### src/pkg/mrf_pkg.sv
// Purpose: constants shared by the metering response framer
// Assumes: byte-wide frames, most significant byte first
// Notes: frame length byte equals the total number of bytes in the frame
package mrf_pkg;
    // ****************************************
    // Request codes
    // ****************************************
    localparam logic [15:0] MRF_CMD_CFG = 16'hA5C1;
    localparam logic [15:0] MRF_CMD_DCFG = 16'hA5C2;
    localparam logic [15:0] MRF_CMD_PCFG = 16'hA5C3;
    localparam logic [15:0] MRF_CMD_INST = 16'hA5D1;
    localparam logic [15:0] MRF_CMD_DEM = 16'hA5D2;
    localparam logic [15:0] MRF_CMD_PEAK = 16'hA5D3;
    localparam logic [15:0] MRF_CMD_ACK = 16'hA5B9;

    // ****************************************
    // Frame lengths and section sizes
    // ****************************************
    localparam logic [7:0] MRF_LEN_CFG = 8'hAC;
    localparam logic [7:0] MRF_LEN_DCFG = 8'hEE;
    localparam logic [7:0] MRF_LEN_BASE = 8'h94;
    localparam logic [7:0] MRF_LEN_DIFF = 8'hAC;
    localparam logic [7:0] MRF_LEN_SYNC = 8'h9C;
    localparam logic [7:0] MRF_LEN_FULL = 8'hB4;
    localparam logic [7:0] MRF_LEN_DEM = 8'hBE;
    localparam logic [7:0] MRF_ANA_BASE = 8'h50;  // 80 bytes
    localparam logic [7:0] MRF_ANA_DIFF = 8'h68;  // 104 bytes
    localparam logic [7:0] MRF_ANA_SYNC = 8'h58;  // 88 bytes
    localparam logic [7:0] MRF_ANA_FULL = 8'h70;  // 112 bytes
    localparam logic [7:0] MRF_ANA_DEM = 8'hB0;   // 176 bytes
    localparam logic [7:0] MRF_TIME_BYTES = 8'h08;
    localparam logic [7:0] MRF_BANK_BYTES = 8'h36; // 54 banks
    localparam logic [7:0] MRF_DATA_HDR = 8'h04;
    localparam logic [7:0] MRF_CFG_HDR = 8'h10;   // 16 header bytes
    localparam logic [7:0] MRF_CH_BYTES = 8'h0A;  // name, type, sf
    localparam logic [7:0] MRF_CH_FULL = 8'h0E;
    localparam logic [7:0] MRF_CH_DEM = 8'h16;

    // ****************************************
    // Configuration block field values
    // ****************************************
    localparam logic [7:0] MRF_SYNC_BYTE = 8'hA5;
    localparam logic [7:0] MRF_STATUS_FLAGS = 8'h01;
    localparam logic [7:0] MRF_SAMPLES_CFG = 8'h02;
    localparam logic [7:0] MRF_SAMPLES_DEM = 8'h01;
    localparam logic [7:0] MRF_BANKS_CFG = 8'h36;
    localparam logic [7:0] MRF_CALC_CFG = 8'h01;
    localparam logic [15:0] MRF_ANA_OFS = 16'h0004;
    localparam logic [15:0] MRF_TS_OFS_CFG = 16'h0074;
    localparam logic [15:0] MRF_DIG_OFS_CFG = 16'h007C;
    localparam logic [15:0] MRF_TS_OFS_DEM = 16'h00B4;
    localparam logic [15:0] MRF_DIG_OFS_DEM = 16'hFFFF;
    localparam logic [7:0] MRF_CHTYPE_INST = 8'h01;
    localparam logic [7:0] MRF_CHTYPE_DEM = 8'h02;
    localparam logic [7:0] MRF_SF_TYPE = 8'hFF;
    localparam logic [7:0] MRF_POWER_STD = 8'h00;
    localparam logic [7:0] MRF_NONE_BYTE = 8'hFF; // deskew, Rs, Xs
    localparam logic [7:0] MRF_ROT_ACB = 8'h01;
    localparam logic [7:0] MRF_CONN_DELTA = 8'h02;
    localparam int MRF_FLAG_BIT = 4;

    // ****************************************
    // Variants, payload sources, states
    // ****************************************
    localparam logic [1:0] MRF_MODEL_BASE = 2'h0;
    localparam logic [1:0] MRF_MODEL_DIFF = 2'h1;
    localparam logic [1:0] MRF_MODEL_SYNC = 2'h2;
    localparam logic [1:0] MRF_MODEL_FULL = 2'h3;
    localparam logic [1:0] MRF_SRC_ANA = 2'h0;
    localparam logic [1:0] MRF_SRC_TIME = 2'h1;
    localparam logic [1:0] MRF_SRC_BANK = 2'h2;
    localparam logic [1:0] MRF_SRC_DEM = 2'h3;

    typedef enum logic [1:0] {
        MRF_FR_CFG,
        MRF_FR_DCFG,
        MRF_FR_INST,
        MRF_FR_DEM
    } mrf_frame_t;

    typedef enum logic {
        MRF_ST_IDLE,
        MRF_ST_SEND
    } mrf_state_t;
endpackage

### src/verilog/mrf_framer.sv
// Purpose: builds binary metering response frames byte by byte
// Assumes: payload store answers src_byte in the same cycle
// Notes: frames leave through a 16-entry byte FIFO
`timescale 1ns/10ps
`default_nettype none
module mrf_framer
    import mrf_pkg::*;
#(
    parameter int FIFO_DEPTH = 16
) (
    input wire logic clk,
    input wire logic nrst,
    input wire logic [15:0] req_code,
    input wire logic req_valid,
    output logic req_ready,
    input wire logic [1:0] model,
    input wire logic delta_conn,
    input wire logic rot_acb,
    input wire logic settings_changed,
    output logic settings_changed_flag,
    output logic [1:0] src_sel,
    output logic [7:0] src_addr,
    input wire logic [7:0] src_byte,
    output logic [7:0] tx_data,
    output logic tx_valid,
    input wire logic tx_ready
);
    // ****************************************
    // Channel name tables
    // ****************************************
    // names of the full variant channels
    function automatic logic [47:0] inst_name(input logic [4:0] ch,
                                              input logic dlt);
        case (ch)
            5'd0: inst_name = 48'h494100000000;
            5'd1: inst_name = 48'h494200000000;
            5'd2: inst_name = 48'h494300000000;
            5'd3: inst_name = 48'h494E00000000;
            5'd4: inst_name = dlt ? 48'h564142000000 : 48'h564100000000;
            5'd5: inst_name = dlt ? 48'h564243000000 : 48'h564200000000;
            5'd6: inst_name = dlt ? 48'h564341000000 : 48'h564300000000;
            5'd7: inst_name = 48'h565300000000;
            5'd8: inst_name = 48'h564E00000000;
            5'd9: inst_name = 48'h494138370000;
            5'd10: inst_name = 48'h494238370000;
            5'd11: inst_name = 48'h494338370000;
            5'd12: inst_name = 48'h465245510000;
            default: inst_name = 48'h564443000000;
        endcase
    endfunction

    function automatic logic [47:0] dem_name(input logic [4:0] ch);
        case (ch)
            5'd0: dem_name = 48'h494100000000;
            5'd1: dem_name = 48'h494200000000;
            5'd2: dem_name = 48'h494300000000;
            5'd3: dem_name = 48'h494E00000000;
            5'd4: dem_name = 48'h494700000000;
            5'd5: dem_name = 48'h334932000000;
            5'd6: dem_name = 48'h50412B000000;
            5'd7: dem_name = 48'h50422B000000;
            5'd8: dem_name = 48'h50432B000000;
            5'd9: dem_name = 48'h50332B000000;
            5'd10: dem_name = 48'h51412B000000;
            5'd11: dem_name = 48'h51422B000000;
            5'd12: dem_name = 48'h51432B000000;
            5'd13: dem_name = 48'h51332B000000;
            5'd14: dem_name = 48'h50412D000000;
            5'd15: dem_name = 48'h50422D000000;
            5'd16: dem_name = 48'h50432D000000;
            5'd17: dem_name = 48'h50332D000000;
            5'd18: dem_name = 48'h51412D000000;
            5'd19: dem_name = 48'h51422D000000;
            5'd20: dem_name = 48'h51432D000000;
            default: dem_name = 48'h51332D000000;
        endcase
    endfunction

    // ****************************************
    // State
    // ****************************************
    mrf_state_t state_q;
    mrf_frame_t kind_q;
    logic [7:0] cmd_lo_q;
    logic [7:0] pos_q;
    logic [3:0] sub_q;
    logic [4:0] ch_q;
    logic [7:0] sum_q;
    logic [7:0] status_q;
    logic flag_q;
    logic [7:0] byte_c;
    logic [7:0] fifo_in;
    logic fifo_valid;
    logic fifo_ready;

    // ****************************************
    // Request decode
    // ****************************************
    logic take;
    logic is_cfg;
    logic is_dcfg;
    logic is_inst;
    logic is_dem;
    logic is_ack;
    logic emit;
    logic last;
    logic [7:0] frame_len;
    logic [7:0] ana_len;
    logic [7:0] time_pos;
    logic [7:0] bank_pos;
    logic [7:0] res_pos;
    logic in_chan;
    logic [7:0] tail_idx;
    logic [47:0] name_c;
    logic [7:0] line_cfg;

    // Requests are taken only between frames
    assign req_ready = (state_q == MRF_ST_IDLE);
    assign take = req_valid && req_ready;
    assign is_cfg = (req_code == MRF_CMD_CFG);
    assign is_dcfg = (req_code == MRF_CMD_DCFG) || (req_code == MRF_CMD_PCFG);
    assign is_inst = (req_code == MRF_CMD_INST);
    assign is_dem = (req_code == MRF_CMD_DEM) || (req_code == MRF_CMD_PEAK);
    assign is_ack = (req_code == MRF_CMD_ACK);

    assign ana_len = (model == MRF_MODEL_BASE) ? MRF_ANA_BASE :
                     (model == MRF_MODEL_DIFF) ? MRF_ANA_DIFF :
                     (model == MRF_MODEL_SYNC) ? MRF_ANA_SYNC : MRF_ANA_FULL;

    // Frame length selects the checksum position
    assign frame_len = (kind_q == MRF_FR_CFG) ? MRF_LEN_CFG :
                       (kind_q == MRF_FR_DCFG) ? MRF_LEN_DCFG :
                       (kind_q == MRF_FR_DEM) ? MRF_LEN_DEM :
                       (model == MRF_MODEL_BASE) ? MRF_LEN_BASE :
                       (model == MRF_MODEL_DIFF) ? MRF_LEN_DIFF :
                       (model == MRF_MODEL_SYNC) ? MRF_LEN_SYNC :
                       MRF_LEN_FULL;

    assign time_pos = MRF_DATA_HDR +
                      ((kind_q == MRF_FR_DEM) ? MRF_ANA_DEM : ana_len);
    assign bank_pos = time_pos + MRF_TIME_BYTES;
    assign res_pos = (kind_q == MRF_FR_DEM) ? bank_pos :
                     bank_pos + MRF_BANK_BYTES;

    // Channel region of configuration frames
    assign in_chan = (pos_q >= MRF_CFG_HDR) &&
                     (ch_q < ((kind_q == MRF_FR_CFG) ? MRF_CH_FULL[4:0] :
                              MRF_CH_DEM[4:0]));
    assign tail_idx = pos_q - MRF_CFG_HDR - 8'(MRF_CH_FULL * MRF_CH_BYTES);
    assign name_c = (kind_q == MRF_FR_CFG) ? inst_name(ch_q, delta_conn) :
                    dem_name(ch_q);

    assign line_cfg = (rot_acb ? MRF_ROT_ACB : 8'h00) +
                      (delta_conn ? MRF_CONN_DELTA : 8'h00);

    assign emit = (state_q == MRF_ST_SEND) && fifo_ready;
    assign last = (pos_q == frame_len - 8'h01);

    // ****************************************
    // Byte generator
    // ****************************************
    // Payload source address for the current data byte
    always_comb begin
        src_sel = MRF_SRC_ANA;
        src_addr = pos_q - MRF_DATA_HDR;
        if (kind_q == MRF_FR_DEM && pos_q < time_pos) begin
            src_sel = MRF_SRC_DEM;
        end else if (pos_q >= time_pos && pos_q < bank_pos) begin
            src_sel = MRF_SRC_TIME;
            src_addr = pos_q - time_pos;
        end else if (pos_q >= bank_pos) begin
            src_sel = MRF_SRC_BANK;
            src_addr = pos_q - bank_pos;
        end
    end

    // fields in order, most significant byte first
    always_comb begin
        byte_c = 8'h00;
        if (last) begin
            // modulo-256 sum of all earlier bytes
            byte_c = sum_q;
        end else if (pos_q == 8'h00) begin
            byte_c = MRF_SYNC_BYTE;
        end else if (pos_q == 8'h01) begin
            byte_c = cmd_lo_q;
        end else if (pos_q == 8'h02) begin
            byte_c = frame_len;
        end else if (kind_q == MRF_FR_INST || kind_q == MRF_FR_DEM) begin
            if (pos_q == 8'h03) begin
                byte_c = status_q;
            end else if (pos_q < res_pos) begin
                byte_c = src_byte;
            end
        end else if (pos_q < MRF_CFG_HDR) begin
            case (pos_q)
                8'h03: byte_c = MRF_STATUS_FLAGS;
                8'h06: byte_c = (kind_q == MRF_FR_CFG) ? MRF_CH_FULL :
                                MRF_CH_DEM;
                8'h07: byte_c = (kind_q == MRF_FR_CFG) ? MRF_SAMPLES_CFG :
                                MRF_SAMPLES_DEM;
                8'h08: byte_c = (kind_q == MRF_FR_CFG) ? MRF_BANKS_CFG :
                                8'h00;
                8'h09: byte_c = (kind_q == MRF_FR_CFG) ? MRF_CALC_CFG :
                                8'h00;
                8'h0A: byte_c = MRF_ANA_OFS[15:8];
                8'h0B: byte_c = MRF_ANA_OFS[7:0];
                8'h0C: byte_c = (kind_q == MRF_FR_CFG) ?
                                MRF_TS_OFS_CFG[15:8] : MRF_TS_OFS_DEM[15:8];
                8'h0D: byte_c = (kind_q == MRF_FR_CFG) ?
                                MRF_TS_OFS_CFG[7:0] : MRF_TS_OFS_DEM[7:0];
                8'h0E: byte_c = (kind_q == MRF_FR_CFG) ?
                                MRF_DIG_OFS_CFG[15:8] : MRF_DIG_OFS_DEM[15:8];
                8'h0F: byte_c = (kind_q == MRF_FR_CFG) ?
                                MRF_DIG_OFS_CFG[7:0] : MRF_DIG_OFS_DEM[7:0];
                default: byte_c = 8'h00;
            endcase
        end else if (in_chan) begin
            // name, channel type, scale factor fields
            case (sub_q)
                4'd6: byte_c = (kind_q == MRF_FR_CFG) ? MRF_CHTYPE_INST :
                               MRF_CHTYPE_DEM;
                4'd7: byte_c = MRF_SF_TYPE;
                4'd8: byte_c = 8'h00;
                4'd9: byte_c = 8'h00;
                default: byte_c = name_c[8'd47 - {sub_q, 3'b000} -: 8];
            endcase
        end else if (kind_q == MRF_FR_CFG) begin
            case (tail_idx)
                8'd0: byte_c = line_cfg;
                8'd1: byte_c = MRF_POWER_STD;
                8'd2, 8'd3, 8'd4,
                8'd5, 8'd6, 8'd7: byte_c = MRF_NONE_BYTE;
                8'd8: byte_c = 8'h00;
                8'd9: byte_c = 8'h01;
                8'd10: byte_c = 8'h02;
                8'd11: byte_c = 8'h04;
                8'd12: byte_c = 8'h05;
                8'd13: byte_c = 8'h06;
                default: byte_c = 8'h00;
            endcase
        end
    end

    // ****************************************
    // Sequencer
    // ****************************************
    always_ff @(posedge clk or negedge nrst) begin
        if (!nrst) begin
            state_q <= MRF_ST_IDLE;
            kind_q <= MRF_FR_CFG;
            cmd_lo_q <= 8'h00;
        end else begin
            case (state_q)
                MRF_ST_IDLE: begin
                    if (take && (is_cfg || is_dcfg || is_inst || is_dem)) begin
                        state_q <= MRF_ST_SEND;
                        cmd_lo_q <= req_code[7:0];
                        kind_q <= is_cfg ? MRF_FR_CFG :
                                  is_dcfg ? MRF_FR_DCFG :
                                  is_inst ? MRF_FR_INST : MRF_FR_DEM;
                    end
                end
                MRF_ST_SEND: begin
                    if (emit && last) begin
                        state_q <= MRF_ST_IDLE;
                    end
                end
                default: state_q <= MRF_ST_IDLE;
            endcase
        end
    end

    // Byte position, channel counters and running sum
    always_ff @(posedge clk or negedge nrst) begin
        if (!nrst) begin
            pos_q <= 8'h00;
            sub_q <= 4'd0;
            ch_q <= 5'd0;
            sum_q <= 8'h00;
        end else if (take) begin
            pos_q <= 8'h00;
            sub_q <= 4'd0;
            ch_q <= 5'd0;
            sum_q <= 8'h00;
        end else if (emit) begin
            pos_q <= pos_q + 8'h01;
            sum_q <= sum_q + byte_c;
            if (in_chan) begin
                sub_q <= (sub_q == 4'd9) ? 4'd0 : sub_q + 4'd1;
                ch_q <= (sub_q == 4'd9) ? ch_q + 5'd1 : ch_q;
            end
        end
    end

    // ****************************************
    // Settings-changed flag
    // ****************************************
    // set at reset and on change; a set beats an acknowledge
    always_ff @(posedge clk or negedge nrst) begin
        if (!nrst) begin
            flag_q <= 1'b1;
        end else if (settings_changed) begin
            flag_q <= 1'b1;
        end else if (take && is_ack) begin
            flag_q <= 1'b0;
        end
    end

    // only bit 4 is used, captured when the frame is taken
    always_ff @(posedge clk or negedge nrst) begin
        if (!nrst) begin
            status_q <= 8'h00;
        end else if (take) begin
            status_q <= 8'(flag_q) << MRF_FLAG_BIT;
        end
    end

    assign settings_changed_flag = flag_q;

    // ****************************************
    // Output buffer
    // ****************************************
    // Back-pressure from the port stalls the sequencer via fifo_ready
    assign fifo_in = byte_c;
    assign fifo_valid = (state_q == MRF_ST_SEND);

    mrf_fifo #(
        .WIDTH(8),
        .DEPTH(FIFO_DEPTH)
    ) u_fifo (
        .clk(clk),
        .nrst(nrst),
        .in_data(fifo_in),
        .in_valid(fifo_valid),
        .in_ready(fifo_ready),
        .out_data(tx_data),
        .out_valid(tx_valid),
        .out_ready(tx_ready)
    );
endmodule
`default_nettype wire

### src/verilog/mrf_fifo.sv
// Purpose: byte FIFO between the frame builder and the serial port
// Assumes: single clock, first-word presented from registers
// Notes: depth must be a power of two
`timescale 1ns/10ps
`default_nettype none
module mrf_fifo #(
    parameter int WIDTH = 8,
    parameter int DEPTH = 16
) (
    input wire logic clk,
    input wire logic nrst,
    input wire logic [WIDTH-1:0] in_data,
    input wire logic in_valid,
    output logic in_ready,
    output logic [WIDTH-1:0] out_data,
    output logic out_valid,
    input wire logic out_ready
);
    localparam int AW = $clog2(DEPTH);

    // Pointer wrap relies on a power-of-two depth
    initial begin
        if (DEPTH < 2 || (DEPTH & (DEPTH - 1)) != 0 || WIDTH < 1) begin
            $error("mrf_fifo: DEPTH must be a power of two >= 2");
        end
    end

    logic [WIDTH-1:0] mem [DEPTH];
    logic [AW-1:0] wr_q;
    logic [AW-1:0] rd_q;
    logic [AW:0] cnt_q;
    logic push;
    logic pop;

    // Handshakes
    assign in_ready = (cnt_q != (AW+1)'(DEPTH));
    assign out_valid = (cnt_q != '0);
    assign push = in_valid && in_ready;
    assign pop = out_valid && out_ready;
    assign out_data = mem[rd_q];

    // Storage array, no reset needed on data
    always_ff @(posedge clk) begin
        if (push) begin
            mem[wr_q] <= in_data;
        end
    end

    // Pointers and fill level
    always_ff @(posedge clk or negedge nrst) begin
        if (!nrst) begin
            wr_q <= '0;
            rd_q <= '0;
            cnt_q <= '0;
        end else begin
            wr_q <= push ? wr_q + 1'b1 : wr_q;
            rd_q <= pop ? rd_q + 1'b1 : rd_q;
            cnt_q <= cnt_q + (AW+1)'(push) - (AW+1)'(pop);
        end
    end
endmodule
`default_nettype wire

### config.mk
export PLATFORM = sky130hd
export DESIGN_NAME = mrf_framer
export DESIGN_NICKNAME = d
export VERILOG_FILES = /design/src/pkg/mrf_pkg.sv /design/src/verilog/mrf_framer.sv /design/src/verilog/mrf_fifo.sv
export SDC_FILE = /design/constraint.sdc
export NUM_CORES = 1
export LEC_CHECK = 0
export ABC_AREA = 1
export BUFFER_PORTS_ARGS = -buffer_cell sky130_fd_sc_hd__buf_2
export CORE_ASPECT_RATIO = 0.9
export CORE_MARGIN = 2
export CORE_UTILIZATION = 50
export DETAILED_ROUTE_END_ITERATION = 12
export GPL_ROUTABILITY_DRIVEN = 0
export PLACE_DENSITY_LB_ADDON = 0.3
export RECOVER_POWER = 100
export SYNTH_ARGS = -nofsm -noshare
export SYNTH_HDL_FRONTEND = slang
export SYNTH_SLANG_ARGS = --single-unit
### constraint.sdc
create_clock -name clk -period 5.3 [get_ports clk]
set_input_delay 1.06 -clock clk [delete_from_list [all_inputs] [get_ports clk]]
set_output_delay 1.06 -clock clk [all_outputs]
set_load 0.03 [all_outputs]
==> impl_metrics.py, run 1 <==
metrics = {
    "finish": {
        "layout_commonest_cell": "nand2_1",
        "drive_gt1_frac": 0.0998,
        "multi_input_area_um2": 4940,
        "n_antenna_cell": 0,
        "synthToLayoutAreaGrowth_pct": 10.0,
        "fillCellCount": 1989,
        "seqCellArea_um2": 5120,
        "final_cell_mix": "nand2_1 (224), nor2_1 (140), inv_1 (128), edfxtp_1 (128), o21ai_0 (87)",
        "fin_nets": 1348,
    },
    "setup_path": {
        "end_kind": "primary output",
        "critPathMaxFanout": 5,
        "reg2regPathDepth": 24,
        "critical_path_class": "in -> out",
        "critPathArrivalTime_ns": 3.93,
        "cp.required_ns": 4.24,
        "startpoint_type": "input pin",
    },
    "synthesis": {
        "synth.top_cell.area_share": 0.355,
        "synth.distinct_cells": 61,
        "mappedNetlistArea_um2": 10800,
        "yosys.area_share.simple": 0.196,
        "synth-async-reset-ratio": 0.285,
        "yosys-top-cells-area": "edfxtp_1 (36%), dfrtp_1 (12%), nand2_1 (7.7%), ha_1 (6.9%), nor2_1 (4.9%)",
        "synth_top_cell_by_area": "edfxtp_1",
        "synth_fa_ha_area_frac": 0.0786,
        "synth_edf_count": 128,
        "synth_mux_area_frac": 0.0231,
        "syn_area_per_cell_um2": 8.97,
        "synth_xor_xnor_area_share": 0.0202,
        "netlist_instances": 1206,
        "synth-compound-area-share": 0.139,
        "yosys_most_used_dff": "edfxtp_1",
        "yosys_warnings": 0,
        "seq_area_frac_synth": 0.473,
        "ys_seq_elements": 179,
        "syn_nets": 1304,
        "synth_top_family_by_area": "simple AND/OR/NAND/NOR gates",
    },
    "clock_network": {
        "cts_buffers": 17,
        "root_buffer": "clkbuf_16",
        "cts-hold-fix-buffers": 0,
        "clkTransAtPathRegs_ns": 0.08,
        "cts_tree": "done",
        "cts_resized": 0,
        "cts_buffer_depth": 2,
        "post-cts-setup-buffers": 0,
        "insertion_delay_ns": 0.44,
        "numClockSinks": 179,
        "htree_levels": 4,
    },
    "floorplanning": {
        "coreArea_um2": 21400,
        "die_h_um": 144,
        "die_x_um": 159,
        "rows": 51,
        "io_pins": 54,
        "dieArea_um2": 22800,
        "start_util": 0.505,
    },
    "sta": {
        "fin_setup_tns_ns": 0,
        "fin_ws_ns": 0.309,
        "finalHoldViolCount": 0,
        "setup_violations": 0,
        "tightest_slew_ns": 1.92,
        "finalClockSkew_ns": 0.0186,
        "finalCritPeriodShare": 0.942,
        "maxSlewViolCount": 35,
        "max_freq_mhz": 200,
        "relSlewSlack": -0.281,
        "rsz0062_at_grt": "false",
        "layout_min_cycle_time_ns": 4.99,
    },
    "detailed_routing": {
        "drt-wirelength-per-cell_um": 16.3,
        "drc": 0,
        "vias": 8562,
        "drt_iter0_markers": 708,
        "avgViaCountPerCell": 5.51,
        "drtAntennaViolNets": 0,
        "drt-total-wl_um": 25300,
        "drt_pass1_iterations": 5,
    },
    "pwr": {
        "p_per_area_nw_per_um2": 344,
        "vdd_drop_max_uv": 263,
        "leakage_nw": 5.10,
    },
    "grt": {
        "antenna_found_initial": 0,
        "grt_pass1_wl_um": 41400,
        "grt_max_degree": 68,
        "gr-total-overflow": 0,
        "track_usage": 0.228,
        "first_global_vias": 8071,
    },
    "hold_path": {
        "hp-class": "reg -> reg",
        "whs_path_depth": 2,
    },
    "placement": {
        "dp_hpwl_um": 17800,
        "pre_cts_ws_ns": 0.129,
        "io_buffer_count": 53,
    },
    "run_status": {
        "status": "finished with violations",
        "violations": "max-capacitance violations, max-slew violations",
    },
    "job": {
        "cap_violations": 1,
    },
}
synthesized netlist by cell type (all sizes together) (18+ instances only):
| library cell | count |
|---|---|
| nand2 | 235 |
| nor2 | 151 |
| inv | 137 |
| edfxtp | 128 |
| o21ai | 97 |
| a21oi | 64 |
| ha | 60 |
| nand3 | 55 |
| dfrtp | 50 |
| clkbuf | 28 |
| o221ai | 26 |
| mux2i | 25 |
| xor2 | 21 |
| buf | 18 |
kinds of logic after synthesis:
family / after synthesis
buffers and inverters: 184
AOI/OAI and AO/OA: 246
muxes: 25
adders and majority gates: 65
xor gates and xnor gates: 25
DFF: 179
and+or+nand+nor: 482
critical path: stages:
cell     delay [ns]
buf_2          0.09
inv_1          0.05
ha_1           0.31
inv_1          0.11
nor2_1         0.08
ha_1           0.21
xor2_1         0.17
ha_1           0.34
nand2_1        0.09
o21ai_1        0.25
a21oi_1        0.11
o21a_1         0.13
nand2_1        0.14
inv_1          0.12
nand2_1        0.08
nand2_1        0.05
a31oi_1        0.15
o21ai_0        0.09
o21ai_0        0.07
buf_2          0.21
power breakdown:
group          switching [W]  leakage (nW)  internal, W  total, W
clock               0.000615         0.291     0.000638   0.00125
sequential         0.0000472          1.80      0.00153   0.00158
combinational       0.000861          3.01     0.000398   0.00126
layer usage:
layer,global-route usage,up-vias,routed length [um]
met2,0.354,243,11100
li1,-,4234,-
met4,0.0589,0,290
met1,0.335,4058,12500
met5,0,-,0
met3,0.0341,27,1390
path summary, 6_finish.rpt:
kind                                       end  slack, ns        start
worst min register to register     cmd_lo_q[6]       0.48  cmd_lo_q[6]
min in group asynchronous          status_q[4]       0.80         nrst
worst max register to register        sum_q[7]       0.62    kind_q[1]
worst min-delay path               cmd_lo_q[6]       0.48  cmd_lo_q[6]
worst max-delay path               src_addr[7]       0.31     model[0]
max in group asynchronous       u_fifo.rd_q[0]       2.00         nrst
layout make-up:
class                   count  area share
inverters                 138      0.0439
well taps                 291      0.0306
repair buffers             71      0.0291
clock inverters            15      0.0153
flip-flops and latches    179       0.430
multi-input cells         843       0.415
clock buffers              17      0.0357
stage by stage:
stage | power, W | utilization | area (um^2) | instances | hold WS (ns)
floorplan | 0.00254 | - | 10800 | 1206 | 0.423
global placement | 0.00286 | 0.530 | 11400 | 1522 | 0.435
detailed placement | 0.00288 | 0.530 | 11400 | 1522 | 0.467
CTS | 0.00413 | 0.558 | 12000 | 1554 | 0.486
global route | 0.00431 | 0.555 | 11900 | 1554 | 0.494
finish | 0.00409 | 0.555 | 11900 | 1554 | 0.483
state kept, by name, summed over array words and instances, names as in the netlist:
| name | count |
|---|---|
| settings_changed_flag | 1 |
| u_fifo.cnt_q | 5 |
| kind_q | 2 |
| sum_q | 8 |
| ch_q | 5 |
| sub_q | 4 |
| u_fifo.rd_q | 4 |
| cmd_lo_q | 8 |
| fifo_valid | 1 |
| status_q | 1 |
| u_fifo.wr_q | 4 |
| u_fifo.mem | 128 |
| pos_q | 8 |
(Power assumes the default switching activity.)
==> inputs of run 2 (changes only) <==
Settings changed: PLACE_DENSITY from default to 0.67, PLACE_DENSITY_LB_ADDON 0.3 to default.
==> run 2 against run 1 <==
The flow still finishes with violations (max-capacitance violations, max-slew violations). Global-route usage increased by 0.21 points. Final area about the same. Critical path depth did not move. Combinational power about the same. Via count rose by 0.78%. Largest cell class unchanged.
==> impl_metrics.py, run 2 (same netlist as run 1, synthesis figures left out) <==
metrics = {
    "run_status": {
        "status": "finished with violations",
        "violations": "max-capacitance violations, max-slew violations",
    },
    "clock_network": {
        "root_buffer": "clkbuf_16",
        "insertion_delay_ns": 0.43,
        "cts_buffer_depth": 2,
        "post-cts-setup-buffers": 0,
        "cts_buffers": 17,
        "numClockSinks": 179,
        "htree_levels": 4,
        "cts_tree": "done",
        "clkTransAtPathRegs_ns": 0.07,
        "cts-hold-fix-buffers": 0,
    },
    "finish": {
        "final_core_util": 0.555,
        "largest_reg_flops": 128,
        "layout_commonest_cell": "nand2_1",
        "synthToLayoutAreaGrowth_pct": 9.96,
        "final_cell_mix": "nand2_1 (224), nor2_1 (140), inv_1 (129)",
        "n_antenna_cell": 0,
        "drive_gt1_frac": 0.102,
        "fin_nets": 1351,
        "top_register": "u_fifo.mem",
    },
    "setup_path": {
        "slowest_stage": "ha_1",
        "end_kind": "primary output",
        "reg2regPathDepth": 33,
        "critical_path_class": "in -> out",
        "cp.depth": 20,
        "startpoint": "model[0]",
        "r2r-end": "sum_q[7]",
        "cpPeakStageDelay_ns": 0.33,
        "regToRegStartpoint": "kind_q[1]",
        "critPathArrivalTime_ns": 3.90,
        "critPathMostFrequentCell": "inv_1",
        "critPathMaxFanout": 6,
        "crit_buf_inv": 6,
        "crit_family": "compound AO/OA/AOI/OAI gates",
        "startpoint_type": "input pin",
        "worstSetupEndpoint": "src_addr[7]",
        "worstPathCellList": "buf_2 -> inv_1 -> ha_1 -> inv_1 -> nor2_1 -> ha_1 -> xor2_1 -> ha_1 -> a21oi_1 -> o21ai_1 -> a21oi_1 -> o21a_1 -> inv_1 -> nor2_2 -> inv_1 -> nand2_1 -> a31oi_1 -> o21ai_0 -> o21ai_0 -> buf_2",
        "r2r_slack_ns": 0.98,
        "cp.required_ns": 4.24,
    },
    "sta": {
        "relSlewSlack": -0.977,
        "rsz0062_at_grt": "false",
        "max_freq_mhz": 201,
        "tightest_slew_ns": 2.97,
        "finalClockSkew_ns": 0.0144,
        "setup_violations": 0,
        "fin_setup_tns_ns": 0,
        "finalHoldViolCount": 0,
        "layout_min_cycle_time_ns": 4.96,
        "finalCritPeriodShare": 0.937,
        "maxSlewViolCount": 95,
    },
    "grt": {
        "first_global_vias": 8013,
        "gr-total-overflow": 0,
        "grt_max_degree": 67,
        "track_usage": 0.230,
        "grt_pass1_wl_um": 41300,
        "antenna_found_initial": 0,
    },
    "floorplanning": {
        "die_h_um": 144,
        "io_pins": 54,
        "dieArea_um2": 22800,
        "die_x_um": 159,
        "coreArea_um2": 21400,
        "rows": 51,
        "start_util": 0.505,
    },
    "detailed_routing": {
        "drtAntennaViolNets": 0,
        "drt_pass1_iterations": 5,
        "drt-total-wl_um": 26000,
        "drt_iter0_markers": 776,
        "vias": 8629,
        "drc": 0,
        "drt-wirelength-per-cell_um": 16.7,
        "avgViaCountPerCell": 5.54,
    },
    "placement": {
        "io_buffer_count": 53,
        "dp_hpwl_um": 18200,
    },
    "pwr": {
        "p_per_area_nw_per_um2": 343,
        "leakage_nw": 5.12,
        "vdd_drop_max_uv": 236,
    },
    "hold_path": {
        "hp-class": "reg -> reg",
    },
    "job": {
        "cap_violations": 2,
    },
}
==> run 2: cell type report <==
type	count	area [um^2]
Clock inverter	14	158
Tap cell	291	364
Clock buffer	18	429
Timing Repair Buffer	74	365
Fill cell	1990	9540
Inverter	138	523
Sequential cell	179	5120
Multi-Input combinational cell	843	4930
==> run 2: worst register-to-register path, delay by kind of cell, from the launching register on <==
family | cells | cell delay (ns)
buffers and inverters | 4 | 0.26
AOI/OAI and AO/OA | 6 | 0.98
DFF | 1 | 0.41
and+or+nand+nor | 20 | 1.73
adders and majority gates | 3 | 0.83
==> run 2: routing by layer <==
layer  routed length (um)  GRT usage
met5                    0          0
met4                  380     0.0646
met3                 1550     0.0404
met2                11600      0.362
met1                12500      0.329
==> run 2: power by group <==
group / switching [W] / internal, W / total [W]
sequential: 0.0000707 / 0.00153 / 0.00160
clock: 0.000614 / 0.000635 / 0.00125
combinational: 0.000831 / 0.000404 / 0.00124
total: 0.00152 / 0.00257 / 0.00409
==> run 2: how the worst min path moves through the flow <==
stage	slack, ns	end	from	cells after the start
floorplan	0.42	cmd_lo_q[6]	cmd_lo_q[6]	2
global placement	0.44	cmd_lo_q[6]	cmd_lo_q[6]	2
detailed placement	0.45	cmd_lo_q[6]	cmd_lo_q[6]	2
CTS	0.47	cmd_lo_q[6]	cmd_lo_q[6]	2
global route	0.47	cmd_lo_q[6]	cmd_lo_q[6]	2
finish	0.46	cmd_lo_q[6]	cmd_lo_q[6]	2
==> run 2: metrics by stage <==
stage                     power, W  worst slack (ns)  cells  area, um^2  hold slack [ns]
final                      0.00409             0.335   1557       11900            0.460
after detailed placement   0.00288             0.119   1525       11400            0.448
after global placement     0.00287             0.335   1525       11400            0.438
after global routing       0.00429            0.0307   1557       11900            0.473
after CTS                  0.00412             0.238   1557       12000            0.467
after floorplan            0.00254            0.0820   1206       10800            0.423
==> run 2: repair_timing <==
action,4_1_cts,5_1_grt
hold endpoints to repair,0,0
resized for setup,0,3
endpoints found under the setup margin,0,4
